### src/sgcs_cfg.svh
`ifndef SGCS_CFG_SVH
`define SGCS_CFG_SVH

// ****************************************
// Register offsets
// ****************************************
`define SGCS_OFS_LINK_STORM_HI 8'h06
`define SGCS_OFS_STORM_LO 8'h07
`define SGCS_OFS_FTEST_A 8'h08
`define SGCS_OFS_FTEST_B 8'h09
`define SGCS_OFS_FTEST_C 8'h0a

// ****************************************
// Field positions in the link register
// ****************************************
`define SGCS_BIT_HALF_DUPLEX 6
`define SGCS_BIT_FLOW_CTRL 5
`define SGCS_BIT_SPEED_10 4
`define SGCS_BIT_NULL_VID 3
`define SGCS_STORM_HI_MSB 2
`define SGCS_STORM_W 11

// ****************************************
// Reset values
// ****************************************
`define SGCS_RST_NULL_VID 1'b0
`define SGCS_RST_STORM_HI 3'h0
`define SGCS_RST_STORM_LO 8'h4a
`define SGCS_RST_FTEST_A 8'h00
`define SGCS_RST_FTEST_B 8'h4c
`define SGCS_RST_FTEST_C 8'h00
`define SGCS_RST_UNMAPPED 8'h00

// ****************************************
// Timing
// ****************************************
`define SGCS_CLK_KHZ 200000
`define SGCS_PERIOD_100_MS 50
`define SGCS_PERIOD_10_MS 500
`define SGCS_PERIOD_100_CYC (`SGCS_PERIOD_100_MS * `SGCS_CLK_KHZ)
`define SGCS_PERIOD_10_CYC (`SGCS_PERIOD_10_MS * `SGCS_CLK_KHZ)

`endif

### src/sgcs_pkg.sv
`default_nettype none

package sgcs_pkg;

  // Host-facing switch port configuration
  typedef struct packed {
    logic half_duplex;  // 1 half, 0 full
    logic flow_ctrl_en; // Full-duplex flow control
    logic speed_10;     // 1 is 10 Mbps, 0 is 100 Mbps
  } sgcs_p5cfg_t;

  // Received VLAN tag as seen by the bank
  typedef struct packed {
    logic valid;
    logic [2:0] port;
    logic [11:0] vid;
  } sgcs_tag_t;

endpackage

`default_nettype wire

### src/sgcs_global_ctrl.sv
`timescale 1ns/1ps
`default_nettype none
`include "sgcs_cfg.svh"

// Behaviour
// - Bit 6 set selects half duplex
// - Duplex bit resets from duplex strap pin
// - Bit 5 set enables full-duplex flow control
// - Flow-control bit resets from its strap
// - Bit 4 set selects 10 Mbps
// - Speed bit resets from speed strap
// - Bit 3 replaces null VID with port VID
// - Two registers form one 11-bit limit
// - Period 50 ms at 100, 500 at 10
// - Storm limit resets to 0x04A
module sgcs_global_ctrl #(
  parameter int NPORT = 5,
  parameter int unsigned PERIOD_100_CYC = `SGCS_PERIOD_100_CYC,
  parameter int unsigned PERIOD_10_CYC = `SGCS_PERIOD_10_CYC
) (
  // Clock and reset
  input wire logic clk,
  input wire logic sys_rst,
  // Strap pins
  input wire logic duplex_strap_pin,
  input wire logic flow_ctrl_strap_pin,
  input wire logic speed_strap_pin,
  // Register port
  input wire logic reg_wr,
  input wire logic reg_rd,
  input wire logic [7:0] reg_addr,
  input wire logic [7:0] reg_wdata,
  output logic [7:0] reg_rdata,
  output logic reg_rvalid,
  // Host-facing switch port configuration, null VID enable and the shared storm limit
  output sgcs_pkg::sgcs_p5cfg_t host_facing_switch_port,
  output logic null_vid_repl_en,
  output logic [`SGCS_STORM_W-1:0] storm_limit,
  // Broadcast storm protection
  input wire logic [NPORT-1:0] bcast_blk,
  output logic [NPORT-1:0] bcast_pass,
  output logic [NPORT-1:0] bcast_drop,
  output logic period_start,
  // Null VID replacement path
  input wire sgcs_pkg::sgcs_tag_t tag_in,
  input wire logic [11:0] port_vid [NPORT],
  output sgcs_pkg::sgcs_tag_t tag_out
);

  // ****************************************
  // Period timer sizing
  // ****************************************
  // Counter must hold the longer of the two periods
  localparam int unsigned PER_MAX =
    (PERIOD_10_CYC > PERIOD_100_CYC) ? PERIOD_10_CYC : PERIOD_100_CYC;
  localparam int PER_W = $clog2(PER_MAX + 1);
  // Terminal counts, one per port speed
  localparam logic [PER_W-1:0] LAST_100 = PER_W'(PERIOD_100_CYC - 1);
  localparam logic [PER_W-1:0] LAST_10 = PER_W'(PERIOD_10_CYC - 1);

  // ****************************************
  // Strap synchronisation
  // ****************************************
  logic [2:0] strap_s; // Synchronised straps: duplex, flow, speed

  // Straps come from pins, two flops before use
  // The synchroniser has no reset of its own, so reset
  // must be held long enough for the straps to settle
  sgcs_strap_sync #(
    .W(3)
  ) u_strap_sync (
    .clk(clk),
    .pin_in({duplex_strap_pin, flow_ctrl_strap_pin, speed_strap_pin}),
    .pin_sync(strap_s)
  );

  // ****************************************
  // Register state
  // ****************************************
  // Link bits of the host-facing switch port
  logic half_q; // Half duplex select
  logic half_d;
  logic fc_q; // Flow control enable
  logic fc_d;
  logic spd10_q; // 10 Mbps select
  logic spd10_d;
  // Null VID enable and the storm limit
  logic nvid_q; // Null VID replacement enable
  logic nvid_d;
  logic [2:0] storm_hi_q; // Limit bits 10..8
  logic [2:0] storm_hi_d;
  logic [7:0] storm_lo_q; // Limit bits 7..0
  logic [7:0] storm_lo_d;
  // Read answer, held until the next read
  logic [7:0] rdata_q; // Read data holding register
  logic [7:0] rdata_d;
  logic rvalid_q; // Read answer pulse
  logic rvalid_d;
  logic [7:0] rd_mux; // Addressed register value

  // ****************************************
  // Register read path
  // ****************************************

  // Read multiplexer
  always_comb begin
    case (reg_addr)
      // Link bits and limit bits 10..8; bit 7 reads zero
      `SGCS_OFS_LINK_STORM_HI: begin
        rd_mux = 8'h00;
        rd_mux[`SGCS_BIT_HALF_DUPLEX] = half_q;
        rd_mux[`SGCS_BIT_FLOW_CTRL] = fc_q;
        rd_mux[`SGCS_BIT_SPEED_10] = spd10_q;
        rd_mux[`SGCS_BIT_NULL_VID] = nvid_q;
        rd_mux[`SGCS_STORM_HI_MSB:0] = storm_hi_q;
      end
      // Low byte of the limit
      `SGCS_OFS_STORM_LO: begin
        rd_mux = storm_lo_q;
      end
      // Factory test registers, constant
      `SGCS_OFS_FTEST_A: begin
        rd_mux = `SGCS_RST_FTEST_A;
      end
      `SGCS_OFS_FTEST_B: begin
        rd_mux = `SGCS_RST_FTEST_B;
      end
      `SGCS_OFS_FTEST_C: begin
        rd_mux = `SGCS_RST_FTEST_C;
      end
      // Anything else reads zero
      default: begin
        rd_mux = `SGCS_RST_UNMAPPED;
      end
    endcase
  end

  // ****************************************
  // Register write path
  // ****************************************
  // Next register values
  always_comb begin
    // Hold by default; the read answer is a pulse
    half_d = half_q;
    fc_d = fc_q;
    spd10_d = spd10_q;
    nvid_d = nvid_q;
    storm_hi_d = storm_hi_q;
    storm_lo_d = storm_lo_q;
    rdata_d = rdata_q;
    rvalid_d = 1'b0;
    if (sys_rst) begin
      // Straps sampled while reset is held
      // Reloaded every reset cycle, so a late strap still lands
      half_d = strap_s[2];
      fc_d = strap_s[1];
      spd10_d = strap_s[0];
      nvid_d = `SGCS_RST_NULL_VID;
      storm_hi_d = `SGCS_RST_STORM_HI;
      storm_lo_d = `SGCS_RST_STORM_LO;
      rdata_d = 8'h00;
    end else begin
      // Writes; test registers and unmapped offsets ignore them
      if (reg_wr) begin
        case (reg_addr)
          // Link bits, null VID enable, limit bits 10..8
          `SGCS_OFS_LINK_STORM_HI: begin
            half_d = reg_wdata[`SGCS_BIT_HALF_DUPLEX];
            fc_d = reg_wdata[`SGCS_BIT_FLOW_CTRL];
            spd10_d = reg_wdata[`SGCS_BIT_SPEED_10];
            nvid_d = reg_wdata[`SGCS_BIT_NULL_VID];
            storm_hi_d = reg_wdata[`SGCS_STORM_HI_MSB:0];
          end
          // Low byte acts at once, no pairing with the high bits
          `SGCS_OFS_STORM_LO: begin
            storm_lo_d = reg_wdata;
          end
          // Test registers and unmapped offsets keep their values
          default: begin
            storm_lo_d = storm_lo_q;
          end
        endcase
      end
      // Reads answer one cycle later
      // A write in the same cycle is not yet visible to the read
      if (reg_rd) begin
        rdata_d = rd_mux;
        rvalid_d = 1'b1;
      end
    end
  end

  // Register update
  always_ff @(posedge clk) begin
    half_q <= half_d;
    fc_q <= fc_d;
    spd10_q <= spd10_d;
    nvid_q <= nvid_d;
    storm_hi_q <= storm_hi_d;
    storm_lo_q <= storm_lo_d;
    rdata_q <= rdata_d;
    rvalid_q <= rvalid_d;
  end

  // ****************************************
  // Configuration outputs
  // ****************************************
  // Levels straight from the register flops
  assign reg_rdata = rdata_q;
  assign reg_rvalid = rvalid_q;
  assign host_facing_switch_port.half_duplex = half_q;
  assign host_facing_switch_port.flow_ctrl_en = fc_q;
  assign host_facing_switch_port.speed_10 = spd10_q;
  assign null_vid_repl_en = nvid_q;
  assign storm_limit = {storm_hi_q, storm_lo_q};

  // ****************************************
  // Storm measurement period
  // ****************************************
  logic [PER_W-1:0] per_cnt_q; // Cycles into current period
  logic [PER_W-1:0] per_cnt_d;
  logic spd_seen_q; // Speed the period was started at
  logic spd_seen_d;
  logic pstart_q; // Period start pulse
  logic pstart_d;
  logic per_end; // Last cycle or speed change

  // Next timer values
  always_comb begin
    // Period length follows the port speed
    per_end = (per_cnt_q == (spd10_q ? LAST_10 : LAST_100))
      || (spd_seen_q != spd10_q);
    // Count on by default; remember the speed in use
    per_cnt_d = per_cnt_q + PER_W'(1);
    spd_seen_d = spd10_q;
    pstart_d = 1'b0;
    if (sys_rst) begin
      // Fresh period once reset is released
      per_cnt_d = '0;
      // Speed tracking keeps following the strapped speed, so
      // release does not look like a speed change
    end else if (per_end) begin
      // Restart, also on a speed change mid-period
      per_cnt_d = '0;
      pstart_d = 1'b1;
    end
  end

  // Timer registers
  always_ff @(posedge clk) begin
    per_cnt_q <= per_cnt_d;
    spd_seen_q <= spd_seen_d;
    pstart_q <= pstart_d;
  end

  // Pulse leaves a flop, one cycle wide
  assign period_start = pstart_q;

  // ****************************************
  // Per-port storm meters
  // ****************************************
  // One meter per input port
  // All meters share one period pulse and one limit
  for (genvar p = 0; p < NPORT; p++) begin : g_meter
    sgcs_storm_meter #(
      .LIM_W(`SGCS_STORM_W)
    ) u_meter (
      .clk(clk),
      .sys_rst(sys_rst),
      .period_start(pstart_q),
      .limit(storm_limit),
      .blk(bcast_blk[p]),
      .pass(bcast_pass[p]),
      .drop(bcast_drop[p])
    );
  end

  // ****************************************
  // Null VID replacement
  // ****************************************
  sgcs_pkg::sgcs_tag_t tag_q; // Registered tag out
  sgcs_pkg::sgcs_tag_t tag_d;

  // Substitute the ingress port's VID for a null one
  // Ports beyond NPORT have no default VID, tag passes as is
  always_comb begin
    tag_d = tag_in;
    if (sys_rst) begin
      tag_d = '0;
    end else if (nvid_q && tag_in.valid && (tag_in.vid == 12'h000)
                 && (int'(tag_in.port) < NPORT)) begin
      tag_d.vid = port_vid[tag_in.port];
    end
  end

  // Tag register
  always_ff @(posedge clk) begin
    tag_q <= tag_d;
  end

  assign tag_out = tag_q;

endmodule // sgcs_global_ctrl

`default_nettype wire

### src/sgcs_storm_meter.sv
`timescale 1ns/1ps
`default_nettype none

// Per-port broadcast block counter against the storm limit
module sgcs_storm_meter #(
  parameter int LIM_W = 11
) (
  // Clock and reset
  input wire logic clk,
  input wire logic sys_rst,
  // Period and limit
  input wire logic period_start,
  input wire logic [LIM_W-1:0] limit,
  // Broadcast 64-byte block offered
  input wire logic blk,
  // Verdicts, one-cycle pulses
  output logic pass,
  output logic drop
);

  logic [LIM_W-1:0] cnt_q; // Blocks accepted this period
  logic [LIM_W-1:0] cnt_d;
  logic pass_q;
  logic pass_d;
  logic drop_q;
  logic drop_d;
  logic room;

  // Next values
  always_comb begin
    room = (cnt_q < limit);
    cnt_d = cnt_q;
    pass_d = 1'b0;
    drop_d = 1'b0;
    if (sys_rst) begin
      cnt_d = '0;
    end else if (period_start) begin
      // New period; a block in this cycle is its first
      cnt_d = '0;
      if (blk && (limit != '0)) begin
        cnt_d = LIM_W'(1);
        pass_d = 1'b1;
      end else if (blk) begin
        drop_d = 1'b1;
      end
    end else if (blk && room) begin
      cnt_d = cnt_q + LIM_W'(1);
      pass_d = 1'b1;
    end else if (blk) begin
      drop_d = 1'b1;
    end
  end

  // Registers
  always_ff @(posedge clk) begin
    cnt_q <= cnt_d;
    pass_q <= pass_d;
    drop_q <= drop_d;
  end

  assign pass = pass_q;
  assign drop = drop_q;

endmodule // sgcs_storm_meter

`default_nettype wire

### src/sgcs_strap_sync.sv
`timescale 1ns/1ps
`default_nettype none

// Two-stage synchroniser for strap pins
module sgcs_strap_sync #(
  parameter int W = 3
) (
  // Clock
  input wire logic clk,
  // Pins and synchronised levels
  input wire logic [W-1:0] pin_in,
  output logic [W-1:0] pin_sync
);

  logic [W-1:0] meta_q; // First stage, read only by second
  logic [W-1:0] meta_d;
  logic [W-1:0] sync_q; // Second stage
  logic [W-1:0] sync_d;

  // Next values
  always_comb begin
    meta_d = pin_in;
    sync_d = meta_q;
  end

  // Registers
  always_ff @(posedge clk) begin
    meta_q <= meta_d;
    sync_q <= sync_d;
  end

  assign pin_sync = sync_q;

endmodule // sgcs_strap_sync

`default_nettype wire

### config.mk
export PLATFORM = sky130hd
export DESIGN_NAME = sgcs_global_ctrl
export DESIGN_NICKNAME = d
export VERILOG_FILES = /design/src/sgcs_pkg.sv /design/src/sgcs_global_ctrl.sv /design/src/sgcs_storm_meter.sv /design/src/sgcs_strap_sync.sv
export VERILOG_INCLUDE_DIRS = /design/src
export SDC_FILE = /design/constraint.sdc
export NUM_CORES = 1
export LEC_CHECK = 0
export BUFFER_PORTS_ARGS = -buffer_cell sky130_fd_sc_hd__buf_2
export CAP_MARGIN = 40
export CORE_MARGIN = 2
export CORE_UTILIZATION = 50
export DETAILED_ROUTE_END_ITERATION = 8
export PLACE_DENSITY_LB_ADDON = 0.12
export SLEW_MARGIN = 20
export SYNTH_ARGS = -nofsm -noshare
export SYNTH_HDL_FRONTEND = slang
export SYNTH_SLANG_ARGS = --single-unit
### constraint.sdc
create_clock -name clk -period 2.8 [get_ports clk]
set_input_delay 0.28 -clock clk [delete_from_list [all_inputs] [get_ports clk]]
set_output_delay 0.28 -clock clk [all_outputs]
set_load 0.01 [all_outputs]
## Yosys cells after proc, flatten, opt, wreduce, memory -nomap -nowiden

Cells that the tools add are included.

| operators by class | value |
|---|---|
| muxes and demuxes | 67 |
| bitwise gates (word level) | 1 |
| add/sub/neg operators | 6 |
| reductions and logical operators | 27 |
| magnitude comparators | 7 |
| equality and inequality tests | 5 |

Operators by type and width:

| kind | count |
|---|---|
| 11-bit 2-to-1 mux | 10 |
| 11-bit by 1-bit adder with 11-bit output, second input constant | 5 |
| 11-bit less-than comparator | 5 |
| 1-bit 2-to-1 mux | 51 |
| 12-bit binary-select mux with 3-bit select | 1 |
| 12-bit 2-to-1 mux | 3 |
| 27-bit by 1-bit adder with 27-bit output, second input constant | 1 |
| 27-bit == test | 1 |
| 27-bit 2-to-1 mux | 1 |
| 8-bit one-hot mux with 3 select lines | 1 |
| 8-bit by 3-bit == test with 1-bit output, second input constant | 2 |
| 2-bit nonzero test | 7 |
| 1-bit logical AND | 13 |
| 12-bit logical NOT | 1 |
| 11-bit nonzero test | 1 |
| 8-bit by 4-bit == test with 1-bit output, second input constant | 1 |
| 2-bit AND reduction | 3 |
| 4-bit >= comparator, second input constant | 1 |
| 3-bit inverter with 4-bit output | 1 |
| 3-bit less-than comparator, second input constant | 1 |
| 2-bit OR reduction | 1 |
| 1-bit logical OR | 1 |
| 1-bit inequality test | 1 |

| storage, ports and cells | value |
|---|---|
| flip-flop bits (word level) | 140 |
| input port bits | 104 |
| logic and storage cells | 144 |

## Depth between registers and ports, before layout

| logic depth | value |
|---|---|
| word-level depth | 5 |
| gate-level depth with buffers | 9 |
| mapped depth without buffers | 8 |

## By module

Synthesis repeated with hierarchy kept, for this count alone.

| unflattened totals | value |
|---|---|
| cells, all modules | 952 |
| area total of the unflattened synthesis | 8,328.0 µm² |

Modules (own cells, without submodules):

| module | sequential area each (µm²) | area an instance (µm²) | instances | cells an instance |
|---|---|---|---|---|
| sgcs_storm_meter | 260.2 | 947.2 | 5 | 118 |
| sgcs_global_ctrl | 1,411.4 | 3,472.1 | 1 | 356 |
| sgcs_strap_sync | 120.1 | 120.1 | 1 | 6 |

## Worst setup path before layout

No wires, ideal clock.

| timing | value |
|---|---|
| kind | register -> register |
| from | register storm_hi_q[1] |
| to | register g_meter[1].u_meter.cnt_q[6] |
| data arrival time | 2,248 ps |
| stages on the path, launching flop included | 10 |
| clock period less this slack | 2,376 ps |
| slack | 424 ps |
| buffers on the path | 1 |
| cells stage by stage | dfxtp_1 > inv_1 > ha_1 > a21oi_2 > a21boi_1 > or4_4 > buf_6 > a2111oi_2 > xnor2_1 > nor2_1 |

| on the way | value |
|---|---|
| word-level cells in the longest chain between the ends | 3 |

Ends and longest elaborated chain:

| what | line | text |
|---|---|---|
| from (decl) | sgcs_global_ctrl.sv:90 | `logic [2:0] storm_hi_q;` |
| from (signal assigned) | sgcs_global_ctrl.sv:199 | `storm_hi_q <= storm_hi_d;` |
| 11-bit less-than comparator | sgcs_storm_meter.sv:31 | `room = (cnt_q < limit);` |
| 1-bit logical AND | sgcs_storm_meter.sv:46 | `end else if (blk && room) begin` |
| 2-bit nonzero test (no line) | - |  |
| to (signal assigned) | sgcs_storm_meter.sv:56 | `cnt_q <= cnt_d;` |
| to (decl) | sgcs_storm_meter.sv:21 | `logic [LIM_W-1:0] cnt_q;` |

Every way passes these cells.
A chain may end at the register's enable or synchronous reset.

## Final worst setup path

| timing | value |
|---|---|
| from | register storm_hi_q[1] |
| to | register g_meter[4].u_meter.cnt_q[9] |

| on the way | value |
|---|---|
| word-level cells in the longest chain between the ends | 3 |

Ends and longest elaborated chain:

| what | line |
|---|---|
| 11-bit less-than comparator | sgcs_storm_meter.sv:31 |
| 1-bit logical AND | sgcs_storm_meter.sv:46 |
| 2-bit nonzero test (no line) | - |
| to (signal assigned) | sgcs_storm_meter.sv:56 |
| to (decl) | sgcs_storm_meter.sv:21 |

Every way passes these cells.

==> reports/metrics.cfg <==
[worst_setup_path]
worstPathArrival_ns=2.84
start_kind=flip-flop
worstPathMaxFanout=9
rr_endpoint=g_meter[4].u_meter.cnt_q[9]$_SDFFE_PP0P_
crit_type=flip-flop to flip-flop
crit_required_ns=3.12
r2r_start=storm_hi_q[1]$_SDFFE_PP0P_
rr_worst_depth=8
worst_setup_path_end_kind=flip-flop
r2r_slack_ns=0.28

[global_routing]
gr-usage-met3_pct=5.55
overflow=0
gr-max-usage-layer=met2
grt_pass1_wl_um=32300
antenna_found_initial=0
grt.met1_usage_pct=31.0
grt_pass1_vias=6588
met2_usage_pct=42.2
grt_start_max_net_pins=44
track_usage_pct=24.9

[cells_and_area]
fin_cells=1213
drive_gt1_share_pct=23.3
num_antenna_cells=0
finalInstanceArea_mm2=0.00925
areaGrowthSynthToFinish_pct=20.3
final_nets=1172

[drt]
ant_nets=0
via_per_inst=5.60
post-route-drc-count=0
totalWireLength_um=19600
vias=6798
first_pass_iters=6
wl_per_cell_um=16.2
drt_iter0_markers=439

[yosys]
async_reset_ff_share_pct=0
yosysMostFrequentCell=dfxtp_1
ys_ff_latch=140
synth_xor_area_share_pct=6.26
synth_top_family_by_area=simple AND/OR/NAND/NOR gates
yosysTopAreaCell=dfxtp_1
synth-simple-area-share_pct=21.5
synth_cells=871
synth_ff_type=dfxtp_1
synth_area_leaders=dfxtp_1 (36%), ha_1 (9.1%), nor2_1 (5.1%), xnor2_1 (4.3%), a21oi_1 (3.5%)
netlist_top_cells_count=dfxtp_1 (137), nor2_1 (104), nand2_1 (71)
yosys_warnings=0
synth_compound_area_share_pct=15.7
synth_top_area_share_pct=35.7
synth_cell_types=67
syn_area_mm2=0.00769
synth-edff-count=3
yosys.area_share.adder_pct=9.11
syn_avg_cell_area_um2=8.83
synthMuxAreaShare_pct=5.39
synth_nets=1031
seq_area_frac_synth_pct=36.8

[clock_tree]
cts_htree_levels=4
cts.sinks=140
path_clk_slew_ns=0.06
cts_buffer_depth=2
clk_latency_ns=0.42
cts_tree=done
numCtsBuffers=17
clock-root-buffer=clkbuf_16

[floorplanning]
rows=45
start_util_pct=51.0
top_level_ports=155
core_area_mm2=0.0151
dieArea_mm2=0.0164
dieHeight_um=128
die_x_um=128

[place]
gp_congestion=0.872
placed_area_mm2=0.00857
hpwlAfterDp_um=14400
io_buffers=154
dp.cells=1177

[outcome]
outcome=complete, no violations

[worst_hold_path]
hold_path_depth=3
hold_path_end=tag_out[0]$_SDFF_PP0_
hp-start=tag_in[0]
hp-class=input pin to flip-flop

[timing]
relSlewSlack_pct=52.8
setup_violations=0
fin_crit_ns=2.52
drv_slew=0
worst_pin_slew_ns=0.703
setup_tns_ns=0
post-route-period-util_pct=90.0
clock_skew_ns=0.00754
max_freq_ghz=0.397
rsz0062_at_grt=no
finalHoldViolCount=0

[flow_run]
maxCapViolations=0

[power_and_ir_drop]
p_int_mw=3.83
leakage_nw=3.93
peakVddDrop_mv=0.458
finalPower_mw=4.94
p_sw_mw=1.11
pwr-share-clk_pct=49.6
switching_share_pct=22.5
power.share.combinational_pct=8.2
power_frac_seq_pct=42.2
power_density_mw_per_mm2=534

timing repair:
action,in CTS,in global routing
endpoints found under the hold margin,3,0
buffers inserted,0,0
hold buffers,3,0
resized for setup,0,2
setup endpoints to repair,0,2
cell type report:
type | count | area [um^2]
multi-input cells | 645 | 4480
repair buffers | 172 | 926
clock buffers | 24 | 492
flip-flops and latches | 140 | 2830
clock inverters | 8 | 154
fillers | 1400 | 5840
inverters | 36 | 135
well taps | 188 | 235
power groups by stage:
stage | sequential [mW] | clock (mW) | combinational, mW
final | 2.08 | 2.45 | 0.407
after global routing | 2.09 | 2.58 | 0.450
after CTS | 2.08 | 2.49 | 0.407
after detailed placement | 2.13 | 0 | 0.402
after global placement | 2.13 | 0 | 0.397
after floorplan | 2.13 | 0 | 0.236
critical path: stages, from the launching register on:
cell and delay (ns):
dfxtp_1 0.42, inv_1 0.16, ha_1 0.35, and4_1 0.22, a21o_1 0.17, or3b_4 0.42, a21oi_2 0.35, a211oi_1 0.13
a31o_1 0.20
sequential cells by signal, indices dropped and copies added (netlist names):
register               count
null_vid_repl_en           1
reg_rvalid                 1
u_strap_sync.meta_q        3
half_q                     1
spd10_q                    1
reg_rdata                  8
tag_out                   16
per_cnt_q                 27
u_strap_sync.pin_sync      3
storm_hi_q                 3
period_start               1
fc_q                       1
g_meter.u_meter.pass       5
g_meter.u_meter.cnt_q     55
g_meter.u_meter.drop       5
spd_seen_q                 1
storm_lo_q                 8
cells by family (layout without fill, tap and decap cells):
| family | count (synthesis) | after routing |
|---|---|---|
| simple gates | 335 | 335 |
| compound gates | 173 | 173 |
| flops | 140 | 140 |
| buf+inv | 86 | 240 |
| fa+ha+maj | 56 | 56 |
| xor+xnor | 55 | 55 |
| mux | 26 | 26 |
worst max path at each step:
stage	startpoint	to	slack [ns]	cells after the start
after floorplan	storm_hi_q[1]$_SDFFE_PP0P_	g_meter[1].u_meter.cnt_q[6]$_SDFFE_PP0P_	0.42	9
after global placement	storm_hi_q[1]$_SDFFE_PP0P_	g_meter[4].u_meter.cnt_q[9]$_SDFFE_PP0P_	0.34	8
after detailed placement	storm_hi_q[1]$_SDFFE_PP0P_	g_meter[4].u_meter.cnt_q[9]$_SDFFE_PP0P_	0.29	8
after CTS	storm_hi_q[1]$_SDFFE_PP0P_	g_meter[0].u_meter.cnt_q[10]$_SDFFE_PP0P_	0.17	8
after global routing	storm_hi_q[1]$_SDFFE_PP0P_	g_meter[0].u_meter.cnt_q[4]$_SDFFE_PP0P_	0.003	8
final	storm_hi_q[1]$_SDFFE_PP0P_	g_meter[4].u_meter.cnt_q[9]$_SDFFE_PP0P_	0.28	8
layer usage:
metal  vias up  part of all wire, %
li1       3410                    -
met1      3174                   45
met2       185                   47
met3        29                  5.7
met4         0                  2.1
met5         -                    0
through the flow:
step,hold slack (ns),setup slack (ns),utilization [%]
5_1_grt,0.0827,0.00312,61.3
3_3_place_gp,0.312,0.344,56.8
6_report,0.0798,0.279,61.3
2_1_floorplan,0.308,0.424,-
3_5_place_dp,0.315,0.294,56.8
4_1_cts,0.0654,0.173,61.2
cell usage in the layout, fill, tap and decap left out, drive strengths merged, types with 4 or more instances in the layout:
| cell | instances |
|---|---|
| nand3 | 39 |
| nand2b | 10 |
| nand4 | 26 |
| bufinv | 4 |
| a21o | 11 |
| nand2 | 71 |
| and4 | 4 |
| xnor2 | 38 |
| mux2i | 11 |
| or4 | 5 |
| clkbuf | 24 |
| a211o | 5 |
| or3 | 7 |
| o21ai | 27 |
| a211oi | 17 |
| xor2 | 17 |
| buf | 169 |
| a22oi | 7 |
| a2111oi | 17 |
| dfxtp | 137 |
| o211ai | 6 |
| nor2b | 6 |
| inv | 38 |
| nor4 | 9 |
| a31oi | 5 |
| nor3 | 10 |
| and2 | 5 |
| nor2 | 105 |
| ha | 56 |
| mux4 | 12 |
| and3 | 22 |
| a21oi | 58 |
Note: power is estimated with default switching activity, not from simulation.
